--- config.mk ---
export PLATFORM = sky130hd
export DESIGN_NAME = btst_top
export DESIGN_NICKNAME = d
export VERILOG_FILES = /design/src/common/btst_pkg.sv /design/src/hw/btst_seq.sv /design/src/hw/btst_top.sv
export SDC_FILE = /design/constraint.sdc
export NUM_CORES = 1
export LEC_CHECK = 0
export BUFFER_PORTS_ARGS = -buffer_cell sky130_fd_sc_hd__clkbuf_2
export CORE_ASPECT_RATIO = 1.75
export CORE_MARGIN = 3
export CORE_UTILIZATION = 40
export DETAILED_ROUTE_END_ITERATION = 8
export PLACE_DENSITY = 0.62
export SLEW_MARGIN = 10
export SYNTH_ARGS = -nofsm -noshare
export SYNTH_HDL_FRONTEND = slang
export SYNTH_HIERARCHICAL = 1
export SYNTH_SLANG_ARGS = --single-unit
--- constraint.sdc ---
create_clock -name i_core_clk -period 4.1 [get_ports i_core_clk]
set_input_delay 0.41 -clock i_core_clk [delete_from_list [all_inputs] [get_ports i_core_clk]]
set_output_delay 0.41 -clock i_core_clk [all_outputs]
set_load 0.005 [all_outputs]
--- src/common/btst_pkg.sv ---
// Shared constants and types of the bit error-rate tester
`default_nettype none
package btst_pkg;
	// Register indices; byte address is four times the index
	localparam logic [7:0] REG_ALT_RATE   = 8'hdb;
	localparam logic [7:0] REG_REP0       = 8'hdc;
	localparam logic [7:0] REG_REP1       = 8'hdd;
	localparam logic [7:0] REG_REP2       = 8'hde;
	localparam logic [7:0] REG_REP3       = 8'hdf;
	localparam logic [7:0] REG_CTRL1      = 8'he0;
	localparam logic [7:0] REG_CTRL2      = 8'he1;
	localparam logic [7:0] REG_BITS0      = 8'he3;
	localparam logic [7:0] REG_BITS1      = 8'he4;
	localparam logic [7:0] REG_BITS2      = 8'he5;
	localparam logic [7:0] REG_BITS3      = 8'he6;
	localparam logic [7:0] REG_ERR0       = 8'he7;
	localparam logic [7:0] REG_ERR1       = 8'he8;
	localparam logic [7:0] REG_ERR2       = 8'he9;
	localparam logic [7:0] REG_IFC        = 8'hea;
	localparam logic [7:0] REG_RATE       = 8'heb;
	localparam logic [7:0] REG_QUOTA_LO   = 8'hec;
	localparam logic [7:0] REG_QUOTA_HI   = 8'hed;
	localparam logic [7:0] REG_REMAIN_LO  = 8'hee;
	localparam logic [7:0] REG_REMAIN_HI  = 8'hef;
	localparam logic [7:0] REG_RESET_VAL  = 8'h00;
	// First control register fields
	localparam int CTRL1_LOAD    = 7;
	localparam int CTRL1_TXFLIP  = 6;
	localparam int CTRL1_RXFLIP  = 5;
	localparam int CTRL1_PAT_LSB = 2;
	localparam int CTRL1_LATCH   = 1;
	localparam int CTRL1_REALIGN = 0;
	// Second control register fields
	localparam int CTRL2_AUTO_LSB = 5;
	localparam int CTRL2_SHOT     = 4;
	localparam int CTRL2_RLEN_LSB = 0;
	// Interface control fields
	localparam int IFC_RXFBIT = 6;
	localparam int IFC_KICK   = 4;
	localparam int IFC_TXFBIT = 3;
	localparam int IFC_DIR    = 1;
	localparam int IFC_EN     = 0;
	// Fault rate control fields
	localparam int RATE_COMMIT    = 7;
	localparam int RATE_CONST     = 4;
	localparam int RATE_RATIO_LSB = 0;
	// Pattern choice codes
	localparam logic [2:0] PAT_P7   = 3'h0;
	localparam logic [2:0] PAT_P11  = 3'h1;
	localparam logic [2:0] PAT_P15  = 3'h2;
	localparam logic [2:0] PAT_QRSS = 3'h3;
	localparam logic [2:0] PAT_REP  = 3'h4;
	localparam logic [2:0] PAT_ALT  = 3'h5;
	localparam logic [2:0] PAT_DALY = 3'h6;
	localparam logic [2:0] PAT_P9   = 3'h7;
	// Sequence constants
	localparam logic [4:0]  REP_LAST_BASE = 5'h10;
	localparam logic [5:0]  DALY_LAST_OCT = 6'h36;
	localparam int          QRSS_RUN      = 14;
	localparam logic [19:0] LFSR_SEED     = 20'h0_0001;
	localparam logic [5:0]  LOCK_RUN_LAST = 6'h1f;
	// Receive synchroniser states
	typedef enum logic {BTST_HUNT, BTST_LOCK} btst_sync_type;
endpackage : btst_pkg
`default_nettype wire

--- src/hw/btst_seq.sv ---
// Pattern sequencer shared by the generator and the checker
`default_nettype none
module btst_seq
	import btst_pkg::*;
(
	// Clock and reset
	input  wire logic        i_core_clk,
	input  wire logic        i_rstn,
	// Pattern setup
	input  wire logic [2:0]  i_choice,
	input  wire logic [31:0] i_rep_pat,
	input  wire logic [3:0]  i_rep_len,
	input  wire logic [7:0]  i_alt_rate,
	// Sequencing
	input  wire logic        i_load,
	input  wire logic        i_align,
	input  wire logic        i_adv,
	input  wire logic        i_feed_en,
	input  wire logic        i_feed_bit,
	// Current pattern bit
	output logic             o_bit
);
	logic [19:0] lfsr;
	logic [4:0]  rep_idx;
	logic [3:0]  alt_idx;
	logic [7:0]  alt_cnt;
	logic        alt_sel;
	logic [5:0]  daly_oct;
	logic [2:0]  daly_bit;
	logic        fb;
	logic [4:0]  rep_last;
	logic [7:0]  daly_byte;

	// Feedback taps per pseudorandom length
	function automatic logic tap(input logic [2:0] c, input logic [19:0] s);
		case (c)
			PAT_P7:   tap = s[6] ^ s[5];
			PAT_P9:   tap = s[8] ^ s[4];
			PAT_P11:  tap = s[10] ^ s[8];
			PAT_P15:  tap = s[14] ^ s[13];
			default:  tap = s[19] ^ s[16];
		endcase
	endfunction : tap

	// Filler octet table for the 55-octet pattern
	function automatic logic [7:0] daly_octet(input logic [5:0] o);
		daly_octet = {o, 2'b11} ^ 8'h5a;
	endfunction : daly_octet

	assign fb        = tap(i_choice, lfsr);
	assign rep_last  = {1'b0, i_rep_len} + REP_LAST_BASE; // RULE11
	assign daly_byte = daly_octet(daly_oct);

	// Select the current bit
	always_comb
	begin
		case (i_choice)
			PAT_QRSS: o_bit = fb | (lfsr[QRSS_RUN-1:0] == '0); // RULE4
			PAT_REP:  o_bit = i_rep_pat[rep_idx]; // RULE5
			PAT_ALT:  o_bit = alt_sel ? i_rep_pat[{1'b1, alt_idx}] : i_rep_pat[{1'b0, alt_idx}];
			PAT_DALY: o_bit = daly_byte[3'd7 - daly_bit]; // RULE5
			default:  o_bit = fb; // RULE3
		endcase
	end

	// Advance the pseudorandom and repetitive state
	always_ff @(posedge i_core_clk)
	begin
		if (!i_rstn || i_load)
		begin
			lfsr    <= LFSR_SEED;
			rep_idx <= '0;
			alt_idx <= '0;
			alt_cnt <= '0;
			alt_sel <= 1'b0;
		end
		else if (i_adv)
		begin
			lfsr    <= {lfsr[18:0], i_feed_en ? i_feed_bit : fb};
			rep_idx <= (rep_idx == rep_last) ? 5'h00 : rep_idx + 5'h01; // RULE11
			alt_idx <= alt_idx + 4'h1;
			if (alt_idx == 4'hf)
			begin
				alt_cnt <= (alt_cnt == i_alt_rate) ? 8'h00 : alt_cnt + 8'h01; // RULE25
				if (alt_cnt == i_alt_rate)
					alt_sel <= !alt_sel;
			end
		end
	end

	// Octet position of the 55-octet pattern
	always_ff @(posedge i_core_clk)
	begin
		if (!i_rstn || i_load || i_align)
		begin
			daly_oct <= '0; // RULE16
			daly_bit <= '0;
		end
		else if (i_adv)
		begin
			daly_bit <= daly_bit + 3'h1;
			if (daly_bit == 3'h7)
				daly_oct <= (daly_oct == DALY_LAST_OCT) ? 6'h00 : daly_oct + 6'h01;
		end
	end
endmodule : btst_seq
`default_nettype wire

--- src/hw/btst_top.sv ---
// Bit error-rate tester with APB registers
// Function
// RULE1: tx_flip_enable inverts every generated bit before sending.
// RULE2: rx_flip_enable inverts every received bit before checking.
// RULE3: Codes 000, 001, 010 pick 2^7-1, 2^11-1, 2^15-1 sequences.
// RULE4: Code 011 picks QRSS with zero run limit; 111 picks 2^9-1.
// RULE5: Codes 100, 101, 110 pick repetitive, alternating word, 55-octet patterns.
// RULE6: latch_counts rising edge copies counts to registers and clears counters.
// RULE7: force_realign rising edge drops lock and restarts synchronisation.
// RULE8: Software clears edge bits before setting them again.
// RULE9: auto_fault_rate inserts errors at ten to minus one..seven.
// RULE10: one_shot_fault rising edge inverts exactly one generated bit.
// RULE11: Repetitive length is code plus 17; ignored for pseudorandom patterns.
// RULE12: Software builds shorter patterns as multiples within 32 bits.
// RULE13: Latched bit count is 32 bits, low byte at lowest address.
// RULE14: Latched error count is 24 bits, low byte at lowest address.
// RULE15: rx_fbit_include passes the F-bit to the checker.
// RULE16: tx_octet_align_kick rising edge byte-aligns the generator.
// RULE17: tx_fbit_fill lets the generator drive the F-bit position.
// RULE18: Direction 1 sends to backplane_rx_out, receives backplane_tx_in.
// RULE19: Direction 0 sends on line pair, receives from line pair.
// RULE20: quota_commit rising edge loads the quota next cycle.
// RULE21: Ratio code selects one error per 2^(code+3) bits; constant ignores quota.
// RULE22: Without constant mode the quota limits errors; remaining count readable.
// RULE23: pattern_load_strobe rising edge reloads the generator pattern.
// RULE24: Repetitive pattern is 32 bits, low byte lowest address.
// RULE25: Alternating word uses an 8-bit word-count rate register.
// RULE26: Disabled tester drives no data and freezes counters.
`default_nettype none
module btst_top
	import btst_pkg::*;
(
	// Clock and reset
	input  wire logic        i_core_clk,
	input  wire logic        i_rstn,
	// APB slave
	input  wire logic        i_psel,
	input  wire logic        i_penable,
	input  wire logic        i_pwrite,
	input  wire logic [9:0]  i_paddr,
	input  wire logic [31:0] i_pwdata,
	output logic      [31:0] o_prdata,
	output logic             o_pready,
	output logic             o_pslverr,
	// Transmit slot timing
	input  wire logic        i_tx_bit_en,
	input  wire logic        i_tx_fbit,
	// Receive slot timing and data
	input  wire logic        i_rx_bit_en,
	input  wire logic        i_rx_fbit,
	input  wire logic        i_line_rx_pair,
	input  wire logic        i_backplane_tx_in,
	// Pattern outputs
	output logic             o_line_tx_pair,
	output logic             o_line_tx_valid,
	output logic             o_backplane_rx_out,
	output logic             o_backplane_rx_valid,
	// Status
	output logic             o_sync_locked
);
	logic [7:0]  ctrl1, ctrl2, ifc, rate, alt_rate;
	logic [31:0] rep_pat;
	logic [9:0]  quota, remaining;
	logic [31:0] run_bits, bit_count;
	logic [23:0] run_errs, err_count;
	logic        prev_load, prev_latch, prev_realign, prev_shot, prev_kick, prev_commit;
	logic        load_edge, latch_edge, realign_edge, shot_edge, kick_edge, commit_edge;
	logic [7:0]  reg_idx;
	logic        wr_en, setup;
	logic [31:0] next_prdata;
	logic        next_pslverr;
	logic        enable, tx_step, rx_step, rx_in, rx_bit, gen_bit, chk_bit, match;
	logic        is_prbs, shot_pend, auto_hit, ratio_hit, ratio_ok, fault, tx_bit;
	logic [23:0] auto_cnt;
	logic [17:0] ratio_cnt, ratio_last;
	logic [5:0]  run_len;
	btst_sync_type sync_state;

	// Bits per automatic error less one, for the decade rate codes
	function automatic logic [23:0] auto_last(input logic [2:0] c);
		case (c)
			3'h1:    auto_last = 24'h00_0009;
			3'h2:    auto_last = 24'h00_0063;
			3'h3:    auto_last = 24'h00_03e7;
			3'h4:    auto_last = 24'h00_270f;
			3'h5:    auto_last = 24'h01_869f;
			3'h6:    auto_last = 24'h0f_423f;
			default: auto_last = 24'h98_967f;
		endcase
	endfunction : auto_last

	// APB decode
	assign reg_idx = i_paddr[9:2];
	assign setup   = i_psel && !i_penable;
	assign wr_en   = i_psel && i_penable && o_pready && i_pwrite && !o_pslverr;

	// Register writes
	always_ff @(posedge i_core_clk)
	begin
		if (!i_rstn)
		begin
			ctrl1    <= REG_RESET_VAL;
			ctrl2    <= REG_RESET_VAL;
			ifc      <= REG_RESET_VAL;
			rate     <= REG_RESET_VAL;
			alt_rate <= REG_RESET_VAL;
			rep_pat  <= '0;
			quota    <= '0;
		end
		else if (wr_en)
		begin
			case (reg_idx)
				REG_ALT_RATE:  alt_rate       <= i_pwdata[7:0]; // RULE25
				REG_REP0:      rep_pat[7:0]   <= i_pwdata[7:0]; // RULE24
				REG_REP1:      rep_pat[15:8]  <= i_pwdata[7:0];
				REG_REP2:      rep_pat[23:16] <= i_pwdata[7:0];
				REG_REP3:      rep_pat[31:24] <= i_pwdata[7:0];
				REG_CTRL1:     ctrl1          <= i_pwdata[7:0];
				REG_CTRL2:     ctrl2          <= i_pwdata[7:0];
				REG_IFC:       ifc            <= i_pwdata[7:0] & 8'h5b;
				REG_RATE:      rate           <= i_pwdata[7:0] & 8'h9f;
				REG_QUOTA_LO:  quota[7:0]     <= i_pwdata[7:0];
				REG_QUOTA_HI:  quota[9:8]     <= i_pwdata[1:0];
				default:       ctrl1          <= ctrl1;
			endcase
		end
	end

	// Read data and error answer prepared in the setup phase
	always_comb
	begin
		next_prdata  = '0;
		next_pslverr = (i_paddr[1:0] != 2'b00);
		case (reg_idx)
			REG_ALT_RATE:  next_prdata[7:0] = alt_rate;
			REG_REP0:      next_prdata[7:0] = rep_pat[7:0];
			REG_REP1:      next_prdata[7:0] = rep_pat[15:8];
			REG_REP2:      next_prdata[7:0] = rep_pat[23:16];
			REG_REP3:      next_prdata[7:0] = rep_pat[31:24];
			REG_CTRL1:     next_prdata[7:0] = ctrl1;
			REG_CTRL2:     next_prdata[7:0] = ctrl2;
			REG_BITS0:     next_prdata[7:0] = bit_count[7:0]; // RULE13
			REG_BITS1:     next_prdata[7:0] = bit_count[15:8];
			REG_BITS2:     next_prdata[7:0] = bit_count[23:16];
			REG_BITS3:     next_prdata[7:0] = bit_count[31:24];
			REG_ERR0:      next_prdata[7:0] = err_count[7:0]; // RULE14
			REG_ERR1:      next_prdata[7:0] = err_count[15:8];
			REG_ERR2:      next_prdata[7:0] = err_count[23:16];
			REG_IFC:       next_prdata[7:0] = ifc;
			REG_RATE:      next_prdata[7:0] = rate;
			REG_QUOTA_LO:  next_prdata[7:0] = quota[7:0];
			REG_QUOTA_HI:  next_prdata[1:0] = quota[9:8];
			REG_REMAIN_LO: next_prdata[7:0] = remaining[7:0]; // RULE22
			REG_REMAIN_HI: next_prdata[1:0] = remaining[9:8];
			default:       next_pslverr = 1'b1;
		endcase
	end

	// One wait-free access cycle after each setup
	always_ff @(posedge i_core_clk)
	begin
		if (!i_rstn)
		begin
			o_prdata  <= '0;
			o_pready  <= 1'b0;
			o_pslverr <= 1'b0;
		end
		else
		begin
			o_pready  <= setup;
			o_pslverr <= setup && next_pslverr;
			if (setup)
				o_prdata <= next_pslverr ? 32'h0000_0000 : next_prdata;
		end
	end

	// Previous values of the edge-triggered bits
	always_ff @(posedge i_core_clk)
	begin
		if (!i_rstn)
		begin
			prev_load    <= 1'b0;
			prev_latch   <= 1'b0;
			prev_realign <= 1'b0;
			prev_shot    <= 1'b0;
			prev_kick    <= 1'b0;
			prev_commit  <= 1'b0;
		end
		else
		begin
			prev_load    <= ctrl1[CTRL1_LOAD];
			prev_latch   <= ctrl1[CTRL1_LATCH];
			prev_realign <= ctrl1[CTRL1_REALIGN];
			prev_shot    <= ctrl2[CTRL2_SHOT];
			prev_kick    <= ifc[IFC_KICK];
			prev_commit  <= rate[RATE_COMMIT];
		end
	end

	// Low-to-high detection only; a held bit acts once
	assign load_edge    = ctrl1[CTRL1_LOAD] && !prev_load; // RULE23
	assign latch_edge   = ctrl1[CTRL1_LATCH] && !prev_latch; // RULE6
	assign realign_edge = ctrl1[CTRL1_REALIGN] && !prev_realign; // RULE7
	assign shot_edge    = ctrl2[CTRL2_SHOT] && !prev_shot; // RULE10
	assign kick_edge    = ifc[IFC_KICK] && !prev_kick; // RULE16
	assign commit_edge  = rate[RATE_COMMIT] && !prev_commit; // RULE20

	// Bit slots taken by the tester
	assign enable  = ifc[IFC_EN]; // RULE26
	assign tx_step = enable && i_tx_bit_en && (!i_tx_fbit || ifc[IFC_TXFBIT]); // RULE17
	assign rx_step = enable && i_rx_bit_en && (!i_rx_fbit || ifc[IFC_RXFBIT]); // RULE15
	assign rx_in   = ifc[IFC_DIR] ? i_backplane_tx_in : i_line_rx_pair; // RULE18 RULE19
	assign rx_bit  = rx_in ^ ctrl1[CTRL1_RXFLIP]; // RULE2
	assign match   = (rx_bit == chk_bit);
	assign is_prbs = (ctrl1[4:2] == PAT_P7) || (ctrl1[4:2] == PAT_P11) ||
		(ctrl1[4:2] == PAT_P15) || (ctrl1[4:2] == PAT_QRSS) || (ctrl1[4:2] == PAT_P9);

	// Transmit pattern generator
	btst_seq u_gen (
		.i_core_clk (i_core_clk),
		.i_rstn     (i_rstn),
		.i_choice   (ctrl1[CTRL1_PAT_LSB +: 3]),
		.i_rep_pat  (rep_pat),
		.i_rep_len  (ctrl2[CTRL2_RLEN_LSB +: 4]),
		.i_alt_rate (alt_rate),
		.i_load     (load_edge),
		.i_align    (kick_edge),
		.i_adv      (tx_step),
		.i_feed_en  (1'b0),
		.i_feed_bit (1'b0),
		.o_bit      (gen_bit)
	);

	// Receive reference; hunting seeds it from the line or holds it to slip
	btst_seq u_chk (
		.i_core_clk (i_core_clk),
		.i_rstn     (i_rstn),
		.i_choice   (ctrl1[CTRL1_PAT_LSB +: 3]),
		.i_rep_pat  (rep_pat),
		.i_rep_len  (ctrl2[CTRL2_RLEN_LSB +: 4]),
		.i_alt_rate (alt_rate),
		.i_load     (realign_edge),
		.i_align    (1'b0),
		.i_adv      (rx_step && (is_prbs || match || sync_state == BTST_LOCK)),
		.i_feed_en  (is_prbs && sync_state == BTST_HUNT),
		.i_feed_bit (rx_bit),
		.o_bit      (chk_bit)
	);

	// Pattern synchroniser
	always_ff @(posedge i_core_clk)
	begin
		if (!i_rstn || realign_edge) // RULE7
		begin
			sync_state <= BTST_HUNT;
			run_len    <= '0;
		end
		else if (rx_step)
		begin
			case (sync_state)
				BTST_HUNT:
				begin
					run_len <= match ? run_len + 6'h01 : 6'h00;
					if (match && run_len == LOCK_RUN_LAST)
						sync_state <= BTST_LOCK;
				end
				BTST_LOCK:  run_len <= '0;
				default:    sync_state <= BTST_HUNT;
			endcase
		end
	end

	// Running and latched counts
	always_ff @(posedge i_core_clk)
	begin
		if (!i_rstn)
		begin
			run_bits  <= '0;
			run_errs  <= '0;
			bit_count <= '0;
			err_count <= '0;
		end
		else if (latch_edge)
		begin
			bit_count <= run_bits; // RULE6
			err_count <= run_errs;
			run_bits  <= '0;
			run_errs  <= '0;
		end
		else if (rx_step) // RULE26
		begin
			run_bits <= run_bits + 32'h0000_0001;
			if (sync_state == BTST_LOCK && !match)
				run_errs <= run_errs + 24'h00_0001;
		end
	end

	// Automatic decade-rate fault timer
	assign auto_hit = (ctrl2[7:5] != 3'h0) && (auto_cnt == auto_last(ctrl2[7:5]));
	always_ff @(posedge i_core_clk)
	begin
		if (!i_rstn || ctrl2[7:5] == 3'h0)
			auto_cnt <= '0;
		else if (tx_step)
			auto_cnt <= auto_hit ? 24'h00_0000 : auto_cnt + 24'h00_0001; // RULE9
	end

	// Binary-ratio fault timer with quota
	assign ratio_last = 18'((18'h0_0001 << ({1'b0, rate[3:0]} + 5'h03)) - 18'h0_0001); // RULE21
	assign ratio_ok   = (rate[3:0] != 4'h0) && (rate[RATE_CONST] || remaining != 10'h000);
	assign ratio_hit  = ratio_ok && (ratio_cnt == ratio_last);
	always_ff @(posedge i_core_clk)
	begin
		if (!i_rstn || rate[3:0] == 4'h0)
			ratio_cnt <= '0;
		else if (tx_step)
			ratio_cnt <= (ratio_cnt == ratio_last) ? 18'h0_0000 : ratio_cnt + 18'h0_0001;
	end

	// Faults left to insert
	always_ff @(posedge i_core_clk)
	begin
		if (!i_rstn)
			remaining <= '0;
		else if (commit_edge)
			remaining <= quota; // RULE20
		else if (tx_step && ratio_hit && !rate[RATE_CONST])
			remaining <= remaining - 10'h001; // RULE22
	end

	// Single fault waits for the next generated bit
	always_ff @(posedge i_core_clk)
	begin
		if (!i_rstn)
			shot_pend <= 1'b0;
		else if (shot_edge)
			shot_pend <= 1'b1; // RULE10
		else if (tx_step)
			shot_pend <= 1'b0;
	end

	assign fault  = shot_pend || auto_hit || ratio_hit;
	assign tx_bit = gen_bit ^ ctrl1[CTRL1_TXFLIP] ^ fault; // RULE1

	// Route the generated bit by direction
	always_ff @(posedge i_core_clk)
	begin
		if (!i_rstn)
		begin
			o_line_tx_pair       <= 1'b0;
			o_line_tx_valid      <= 1'b0;
			o_backplane_rx_out   <= 1'b0;
			o_backplane_rx_valid <= 1'b0;
		end
		else
		begin
			o_line_tx_valid      <= tx_step && !ifc[IFC_DIR]; // RULE19
			o_backplane_rx_valid <= tx_step && ifc[IFC_DIR]; // RULE18
			if (tx_step && !ifc[IFC_DIR])
				o_line_tx_pair <= tx_bit;
			if (tx_step && ifc[IFC_DIR])
				o_backplane_rx_out <= tx_bit;
		end
	end

	// Lock status pin
	always_ff @(posedge i_core_clk)
	begin
		if (!i_rstn)
			o_sync_locked <= 1'b0;
		else
			o_sync_locked <= (sync_state == BTST_LOCK);
	end
endmodule : btst_top
`default_nettype wire

# Yosys cells after proc, flatten, opt, wreduce, memory -nomap -nowiden
# Index checks and enable logic that the tools add are counted.
totals:
  reg_bits: 388
  in_bits: 53
  output_inout_bits: 39
  word_cells: 280
op_classes:
  addsub: 21
  magnitude_cmp: 8
  eq_ne: 47
  shift: 1
  mux: 45
  bitwise_logic: 19
  reduce_logical: 90
op_table:
  columns: ["operator", "n"]
  rows:
  - ["$eq 8x8->1 const B", 20]
  - ["$pmux 24 s6", 1]
  - ["$pmux 6 s18", 1]
  - ["$add 24x1->24 const B", 2]
  - ["$pmux 2 s20", 1]
  - ["$add 32x1->32 const B", 1]
  - ["$reduce_and 2->1", 16]
  - ["$logic_not 14->1", 2]
  - ["$eq 3x3->1 const B", 9]
  - ["$logic_and 1x1->1", 27]
  - ["$eq 24x24->1", 1]
  - ["$lt 5x6->1 const B", 4]
  - ["$mux 24", 1]
  - ["$mux 8", 3]
  - ["$mux 10", 2]
  - ["$reduce_or 20->1", 1]
  - ["$add 18x1->18 const B", 1]
  - ["$add 6x1->6 const B", 3]
  - ["$eq 18x18->1", 1]
  - ["$mux 18", 1]
  - ["$mux 6", 3]
  - ["$shl 1x5->18 const A", 1]
  - ["$sub 18x1->18 const B", 1]
  - ["$mux 1", 17]
  - ["other kinds (38)", 111]

# Longest topological paths before layout
# Gate-level depths: netlist of run 1.
depth:
  word_depth: 9
  mapped_depth: 16

# By module
# The synthesis of run 1 kept the hierarchy.
by_module_without_submodules:
  columns: ["module", "instances", "cells_each", "area_per_inst_um2", "seq_area_each_um2"]
  rows:
  - ["btst_top", 1, 1675, 13623.1, 5405.2]
  - ["btst_seq", 2, 290, 2812.7, 940.9]

# Worst setup path after synthesis of run 1
# No wires, ideal clock.
synth_timing:
  path_type: "flip-flop to flip-flop"
  start: "register u_chk.alt_idx[0]"
  end: "register u_chk.alt_cnt[7]"
  arrival_time_ps: 3334
  required_ps: 3976
  setup_slack_ps: 642
  stages_incl_launch_ff: 16
  period_less_slack_ps: 3458
  cell_sequence: "dfxtp_1 -> buf_2 -> mux4_2 -> nor4b_1 -> nor4_1 -> a32oi_1 -> o211ai_1 -> xnor3_1 -> a21boi_0 -> buf_2 -> and4_1 -> buf_2 -> and3_1 -> or3b_1 -> xor2_1 -> nor2_1"
synth_between:
  elab_chain_len: 9
synth_lines:
  columns: ["item", "line", "source"]
  rows:
  - ["from (decl)", "btst_seq.sv:25", "logic [3:0] alt_idx;"]
  - ["from (signal assigned)", "btst_seq.sv:81", "alt_idx <= alt_idx + 4'h1;"]
  - ["$bmux 1 s4", "btst_seq.sv:60", "PAT_ALT: o_bit = alt_sel ? i_rep_pat[{1'b1, alt_idx}] : i_rep_pat[{1'b0, alt_idx}];"]
  - ["$mux 1 (implied by the code)", "btst_seq.sv:60", null]
  - ["$mux 1 (*)", "btst_seq.sv:60", null]
  - ["$pmux 1 s4 (*)", "btst_seq.sv:57", "case (i_choice)"]
  - ["net chk_bit", "btst_top.sv:72", "logic enable, tx_step, rx_step, rx_in, rx_bit, gen_bit, chk_bit, match;"]
  - ["$eq 1x1->1 (*)", "btst_top.sv:214", "assign match = (rx_bit == chk_bit);"]
  - ["$logic_or 1x1->1 (*) (2 in series)", "btst_top.sv:244", ".i_adv (rx_step && (is_prbs || match || sync_state == BTST_LOCK)),"]
  - ["$logic_and 1x1->1 (*)", "btst_top.sv:244", null]
  - ["$reduce_and 2->1 (no line) (*)", null, null]
  - ["to (signal assigned)", "btst_seq.sv:84", "alt_cnt <= (alt_cnt == i_alt_rate) ? 8'h00 : alt_cnt + 8'h01;"]
  - ["to (decl)", "btst_seq.sv:26", "logic [7:0] alt_cnt;"]
# The timed path passes the listed nets; every way through them passes the cells marked *. The select of a mux whose other input is x is not followed.
# A chain may end at the register's enable or synchronous reset.

# Final worst setup path of run 1
layout_timing:
  start: "register u_chk.alt_idx[1]"
  end: "register u_chk.alt_cnt[7]"
# The elaborated chain is that of the path after synthesis.

==> reports/metrics.csv, run 1 <==
metric,value,unit
status,finished clean,
rsz0062_at_grt,no,
grt_usage,21.9,%
cts_buffers,36,
core_area,0.0473,mm²
syn-cell-area,0.0192,mm²
port_buffers,43,
drive_above_1_share,9.71,%
cts_setup_buffers,0,
post_synth_num_cell_types,90,
fin_tns_setup,0,ns
setup_violations,0,
ys_ff_latch,364,
synth_area_leaders,"dfxtp_1 38%, mux2i_1 7.2%, nor2_1 6.3%, nand2_1 5.0%, xor2_1 4.9%",
min_path_cells,3,
timing_worst_setup_path_type,register to register,
reg2reg_to,u_chk/alt_cnt[7],
row_count,105,
routed_wl,56.3,mm
dieWidth,172,µm
yosysTopAreaCellShare,37.9,%
clkTransAtPathRegs,0.07,ns
avgSynthCellArea,8.54,µm²
overflow,0,
htreeDepth,2,
die_h,296,µm
hold_violations,0,
rrSetupSlack,0.30,ns
preCtsSetupSlack,0.280,ns
period_share,92.6,%
clock_latency,0.55,ns
final_nets,2311,
dp_hpwl,41.5,mm
clock_sinks,364,
powerDensity,337,mW/mm²
grt_max_degree,78,
postCtsHoldBufs,0,
antenna_cells,0,
grt_pass1_wl,89.0,mm
layout.cells.non_filler,2854,
r2r_cells,12,
initial_core_util,40.7,%
cp_slowest_cell,dfxtp_1,
p_leak,7.31,nW
start_kind,register,
drv_cap,0,
synthTopCellsByCount,"364 x dfxtp_1, 322 x nor2_1, 254 x nand2_1",
endpoint_kind,register,
synth_edf_count,0,
synthArstFlopShare,0,%
slowest_delay,0.63,ns
first_global_vias,16200,
reg2reg_from,u_chk/alt_idx[1],
routed_via_density,5.83,
fin_skew,0.0246,ns
post-place-cells,2789,
cts_tree,built,
num_io_pins,92,
wire_per_inst,19.7,µm
synth_area_leader_cell,dfxtp_1,
dr.pass1.iters,6,
fmax,0.263,GHz
max_slew_margin,27.2,%
yosys_warnings,6,
cp.arrival,4.23,ns
cts_max_path_buffers,3,
worstPathRequired,4.53,ns
route.vias.total,16600,
yosysMostFrequentCell,dfxtp_1,
final_util,44.5,%
path_max_fanout,10,
dieArea,0.0509,mm²
worst_pin_slew,1.08,ns
drt_iter0_markers,1121,
hp-class,input pin to register,
slew_viol_final,0,
min_to,rep_pat[22],
drc_errors,0,
worstPathCellList,mux4_2 -> mux2i_1 -> a22oi_1 -> a32oi_1 -> o211ai_1 -> xnor3_1 -> a21boi_4 -> and4_1 -> and3_1 -> or3b_1 -> xor2_1 -> nor2_1,
worstHoldStart,i_pwdata[6],
min_period,3.80,ns
cts_root_buffer,clkbuf_16,
gp_congestion,0.950,
antenna_found_initial,0,
ant_nets,0,
areaGrowthSynthToFinish,9.44,%
setup_slack,0.301,ns
synthCells,2255,
ys_seq_area_share,37.9,%
synth_top_flop_cell,dfxtp_1,
ir_worst_vdd,0.000259,V
[area by class of cell]
class	count	area [µm²]
Fill cell	4622	26200
Multi-Input combinational cell	1707	11100
Sequential cell	364	7290
Clock buffer	48	1020
Tap cell	588	736
Timing Repair Buffer	87	562
Clock inverter	17	174
Inverter	43	164
[power breakdown]
group | internal (mW) | switching [mW]
registers | 3.54 | 0.000530
clock network | 1.89 | 1.47
logic | 0.0420 | 0.150
total | 5.47 | 1.62
[through the flow]
step,power [mW],instance area [µm²],hold slack [ns]
final,7.09,21100,0.287
after global routing,7.31,21100,0.271
after CTS,7.17,21100,0.251
after detailed placement,3.80,19900,0.446
after global placement,3.80,19900,0.441
after floorplan,3.75,19400,0.433
[sequential cells by signal, summed over array words and instances, names as in the netlist, 18 cells and up]
signal	cells
run_bits	32
u_chk/lfsr	20
auto_cnt	24
u_gen/lfsr	20
bit_count	32
run_errs	24
rep_pat	32
err_count	24
ratio_cnt	18
[cells in the final DEF (no fill, tap or decap), types with 27 or more instances in the layout]
cell,count
conb_1,33
buf_4,42
clkbuf_2,43
nor2_1,322
a22oi_1,27
inv_1,41
nand3_1,61
mux2i_1,139
nand2_1,253
dfxtp_1,364
and3_1,28
clkbuf_16,36
xnor2_1,57
a21oi_1,116
xor2_1,108
nor3_1,39
nor2b_1,28
nand4_1,53
o21ai_0,52
[worst max-delay path, delay by kind of cell, from the launching register on]
kind / cells / cell delay [ns]
AOI/OAI and AO/OA: 4 / 0.71
muxes: 2 / 0.76
xor gates and xnor gates: 2 / 0.69
DFF: 1 / 0.63
and+or+nand+nor: 4 / 0.88
[worst max path at each step]
stage | startpoint | end | slack (ns) | cells past startpoint
final | u_chk/alt_idx[1] | u_chk/alt_cnt[7] | 0.30 | 12
after global routing | u_chk/alt_idx[1] | run_errs[22] | 0.04 | 12
after CTS | u_chk/alt_idx[1] | u_chk/rep_idx[0] | 0.25 | 12
after detailed placement | u_chk/alt_idx[1] | u_chk/rep_idx[0] | 0.28 | 12
after global placement | u_chk/alt_idx[1] | u_chk/rep_idx[3] | 0.30 | 12
after floorplan | u_chk/alt_idx[0] | u_chk/alt_cnt[7] | 0.64 | 15
[routing by layer]
metal | vias up | GRT usage (%) | part of all wire, %
li1 | 7881 | - | -
met1 | 8020 | 25.0 | 39
met2 | 544 | 38.6 | 50
met3 | 190 | 2.37 | 4.7
met4 | 0 | 13.6 | 7.1
met5 | - | 0 | 0
[cells by family after synthesis]
group / after synthesis / synth area share (%)
other: 2 / 0.0390
DFF: 364 / 37.9
buffers and inverters: 215 / 5.09
adders and majority gates: 19 / 1.24
AOI/OAI and AO/OA: 346 / 11.9
xor gates and xnor gates: 167 / 7.71
muxes: 184 / 11.9
and+or+nand+nor: 958 / 24.3
[what timing repair did]
item | 4_1_cts | 5_1_grt
gates resized for setup | 0 | 1
setup endpoints to repair | 0 | 5
hold endpoints to repair | 0 | 0
Note: power is estimated with default switching activity, not from simulation.
==> inputs of run 2 (changes only) <==
- ABC_AREA: default -> 1
==> run 2 against run 1 <==
Sequential share of layout area shrank 1.5 points. Largest cell class unchanged. Clock-buffer cell count is 2 higher. Combinational power down 10%. Sequential power about the same. Critical endpoint is now u_chk/daly_oct[5]. Clock power is 8.9% higher. Die area increased by 4.2%. Critical path depth rose by 8.
==> reports/metrics.csv, run 2 <==
metric,value,unit,change
final_util,44.3,%,-0.20 points
drc_errors,0,,unchanged
fin_skew,0.0198,ns,-0.00481 ns
start_kind,register,,
hold_slack,0.194,ns,-0.0937 ns
status,finished clean,,
post-place-cells,3668,,+32%
slew_viol_final,0,,unchanged
period_share,79.4,%,-13 points
cts_max_path_buffers,3,,unchanged
yosys_warnings,6,,unchanged
wire_per_inst,17.5,µm,-11%
synth_area_leaders,"dfxtp_1 36%, nand2_1 14%, nor2_1 6.6%, a21oi_1 5.8%, inv_1 5.8%",,
avgSynthCellArea,6.59,µm²,-23%
synth_area_leader_cell,dfxtp_1,,
path_max_fanout,17,,+7
antenna_cells,0,,unchanged
cts_tree,built,,
fin_tns_setup,0,ns,unchanged
routed_wl,65.5,mm,+16%
grt_max_degree,74,,-5.1%
drive_above_1_share,8.29,%,-1.4 points
drv_cap,0,,unchanged
clkTransAtPathRegs,0.06,ns,about the same
grt_pass1_wl,103,mm,+15%
preCtsSetupSlack,0.901,ns,+0.621 ns
timing_worst_setup_path_type,register to register,,
hold_violations,0,,unchanged
yosysMostFrequentCell,nand2_1,,
setup_violations,0,,unchanged
max_slew_margin,26.1,%,-1.1 points
ant_nets,0,,unchanged
rsz0062_at_grt,no,,
powerDensity,335,mW/mm²,-0.46%
synth_top_flop_cell,dfxtp_1,,
nFillCells,5263,,+14%
ctsResizeCount,0,,unchanged
ys_seq_area_share,36.3,%,-1.6 points
ir_worst_vdd,0.000355,V,+37%
setup_slack,0.846,ns,+0.544 ns
port_buffers,43,,unchanged
overflow,0,,unchanged
core_area,0.0496,mm²,+4.9%
grt_usage,24.3,%,+2.4 points
dieWidth,175,µm,+2.1%
postCtsHoldBufs,0,,unchanged
drt_iter0_markers,1341,,+20%
num_io_pins,92,,unchanged
initial_core_util,40.5,%,-0.20 points
synth_edf_count,0,,unchanged
clock_sinks,364,,unchanged
areaGrowthSynthToFinish,9.49,%,about the same
min_period,3.25,ns,-0.544 ns
dieArea,0.0530,mm²,+4.2%
ys_ff_latch,364,,unchanged
hp-class,input pin to register,,
die_h,302,µm,+2.1%
cts_setup_buffers,0,,unchanged
first_global_vias,19200,,+19%
cts_buffers,39,,+8.3%
worstPathRequired,4.53,ns,about the same
dp_hpwl,49.8,mm,+20%
cp.arrival,3.68,ns,-0.55 ns
synthTopCellsByCount,"751 x nand2_1, 364 x dfxtp_1, 352 x nor2_1",,
clock_latency,0.55,ns,about the same
row_count,108,,+2.9%
reg_top3,"bit_count: 32 flops, rep_pat: 32 flops, run_bits: 32 flops",,
worst_pin_slew,1.11,ns,+0.0232 ns
antenna_found_initial,1,,+1
final_nets,3121,,+35%
syn-cell-area,0.0201,mm²,+4.3%
final_cell_mix,"751 x nand2_1, 364 x dfxtp_1, 351 x nor2_1",,
gp_congestion,1.01,,+6.0%
routed_via_density,5.33,,-8.5%
post_synth_num_cell_types,57,,-37%
cts_root_buffer,clkbuf_16,,
yosysTopAreaCellShare,36.3,%,-1.6 points
htreeDepth,2,,unchanged
fmax,0.307,GHz,+17%
layout.cells.most_common,nand2_1,,
layout.cells.non_filler,3735,,+31%
synthArstFlopShare,0,%,unchanged
route.vias.total,19900,,+20%
p_leak,8.54,nW,+17%
endpoint_kind,register,,
synthCells,3048,,+35%
dr.pass1.iters,7,,+1
==> run 2: kinds of logic (layout without fill, tap and decap cells) <==
| kind of cell | after synthesis | after routing | share of synthesized area (%) |
|---|---|---|---|
| AOI/OAI and AO/OA | 512 | 512 | 13.6 |
| xor gates and xnor gates | 90 | 90 | 3.93 |
| adders and majority gates | 19 | 19 | 1.18 |
| buffers and inverters | 471 | 470 | 9.84 |
| DFF | 364 | 364 | 36.3 |
| other | 2 | 30 | 0.0374 |
| and+or+nand+nor | 1590 | 1590 | 35.1 |
==> run 2: final timing paths <==
path,slack (ns),endpoint,cells after the start,from
max,0.85,u_chk/daly_oct[5],20,u_chk/alt_idx[0]
min,0.19,o_sync_locked,3,i_rstn
max reg2reg,0.85,u_chk/daly_oct[5],20,u_chk/alt_idx[0]
min reg2reg,0.41,shot_pend,1,prev_shot
==> run 2: layer usage <==
layer	global-route usage (%)	share of wire [%]	up-vias
met3	3.07	4.8	245
met5	0	0.020	-
met2	44.8	51	660
li1	-	-	9854
met1	25.2	36	9148
met4	17.1	7.8	2
==> run 2: critical path: stages (launching register included) <==
cell	delay [ns]
dfxtp_1	0.59
inv_4	0.17
nand2_1	0.09
nand3_1	0.06
nand3_1	0.11
nand2_1	0.07
nand2_1	0.06
nand3_1	0.08
nand3_1	0.08
nand4_1	0.12
o21bai_1	0.18
nand2_1	0.16
o21ai_0	0.09
inv_1	0.34
nand2_2	0.13
nor3_4	0.31
inv_1	0.12
nor2_2	0.15
nor2_2	0.06
inv_2	0.09
nor3_2	0.05
==> run 2: area by class of cell <==
type | instances | area, µm² | area share [%]
inverter | 339 | 1280 | 5.81
tap | 660 | 826 | 3.76
sequential | 364 | 7290 | 33.1
timing repair buffer | 64 | 375 | 1.71
clock inverter | 17 | 225 | 1.02
multi-input combinational | 2241 | 10900 | 49.7
clock buffer | 50 | 1070 | 4.85
==> run 2: stage by stage <==
step | cell area [µm²] | power [mW]
CTS | 22000 | 7.46
global placement | 20700 | 3.78
floorplan | 20200 | 3.73
finish | 22000 | 7.37
detailed placement | 20700 | 3.78
global route | 22000 | 7.60
==> run 2: power breakdown <==
part	total [mW]	leakage [nW]	switching (mW)	internal [mW]
Combinational	0.172	4.98	0.136	0.0361
Clock	3.66	0.631	1.51	2.15
Sequential	3.54	2.93	0.000850	3.54
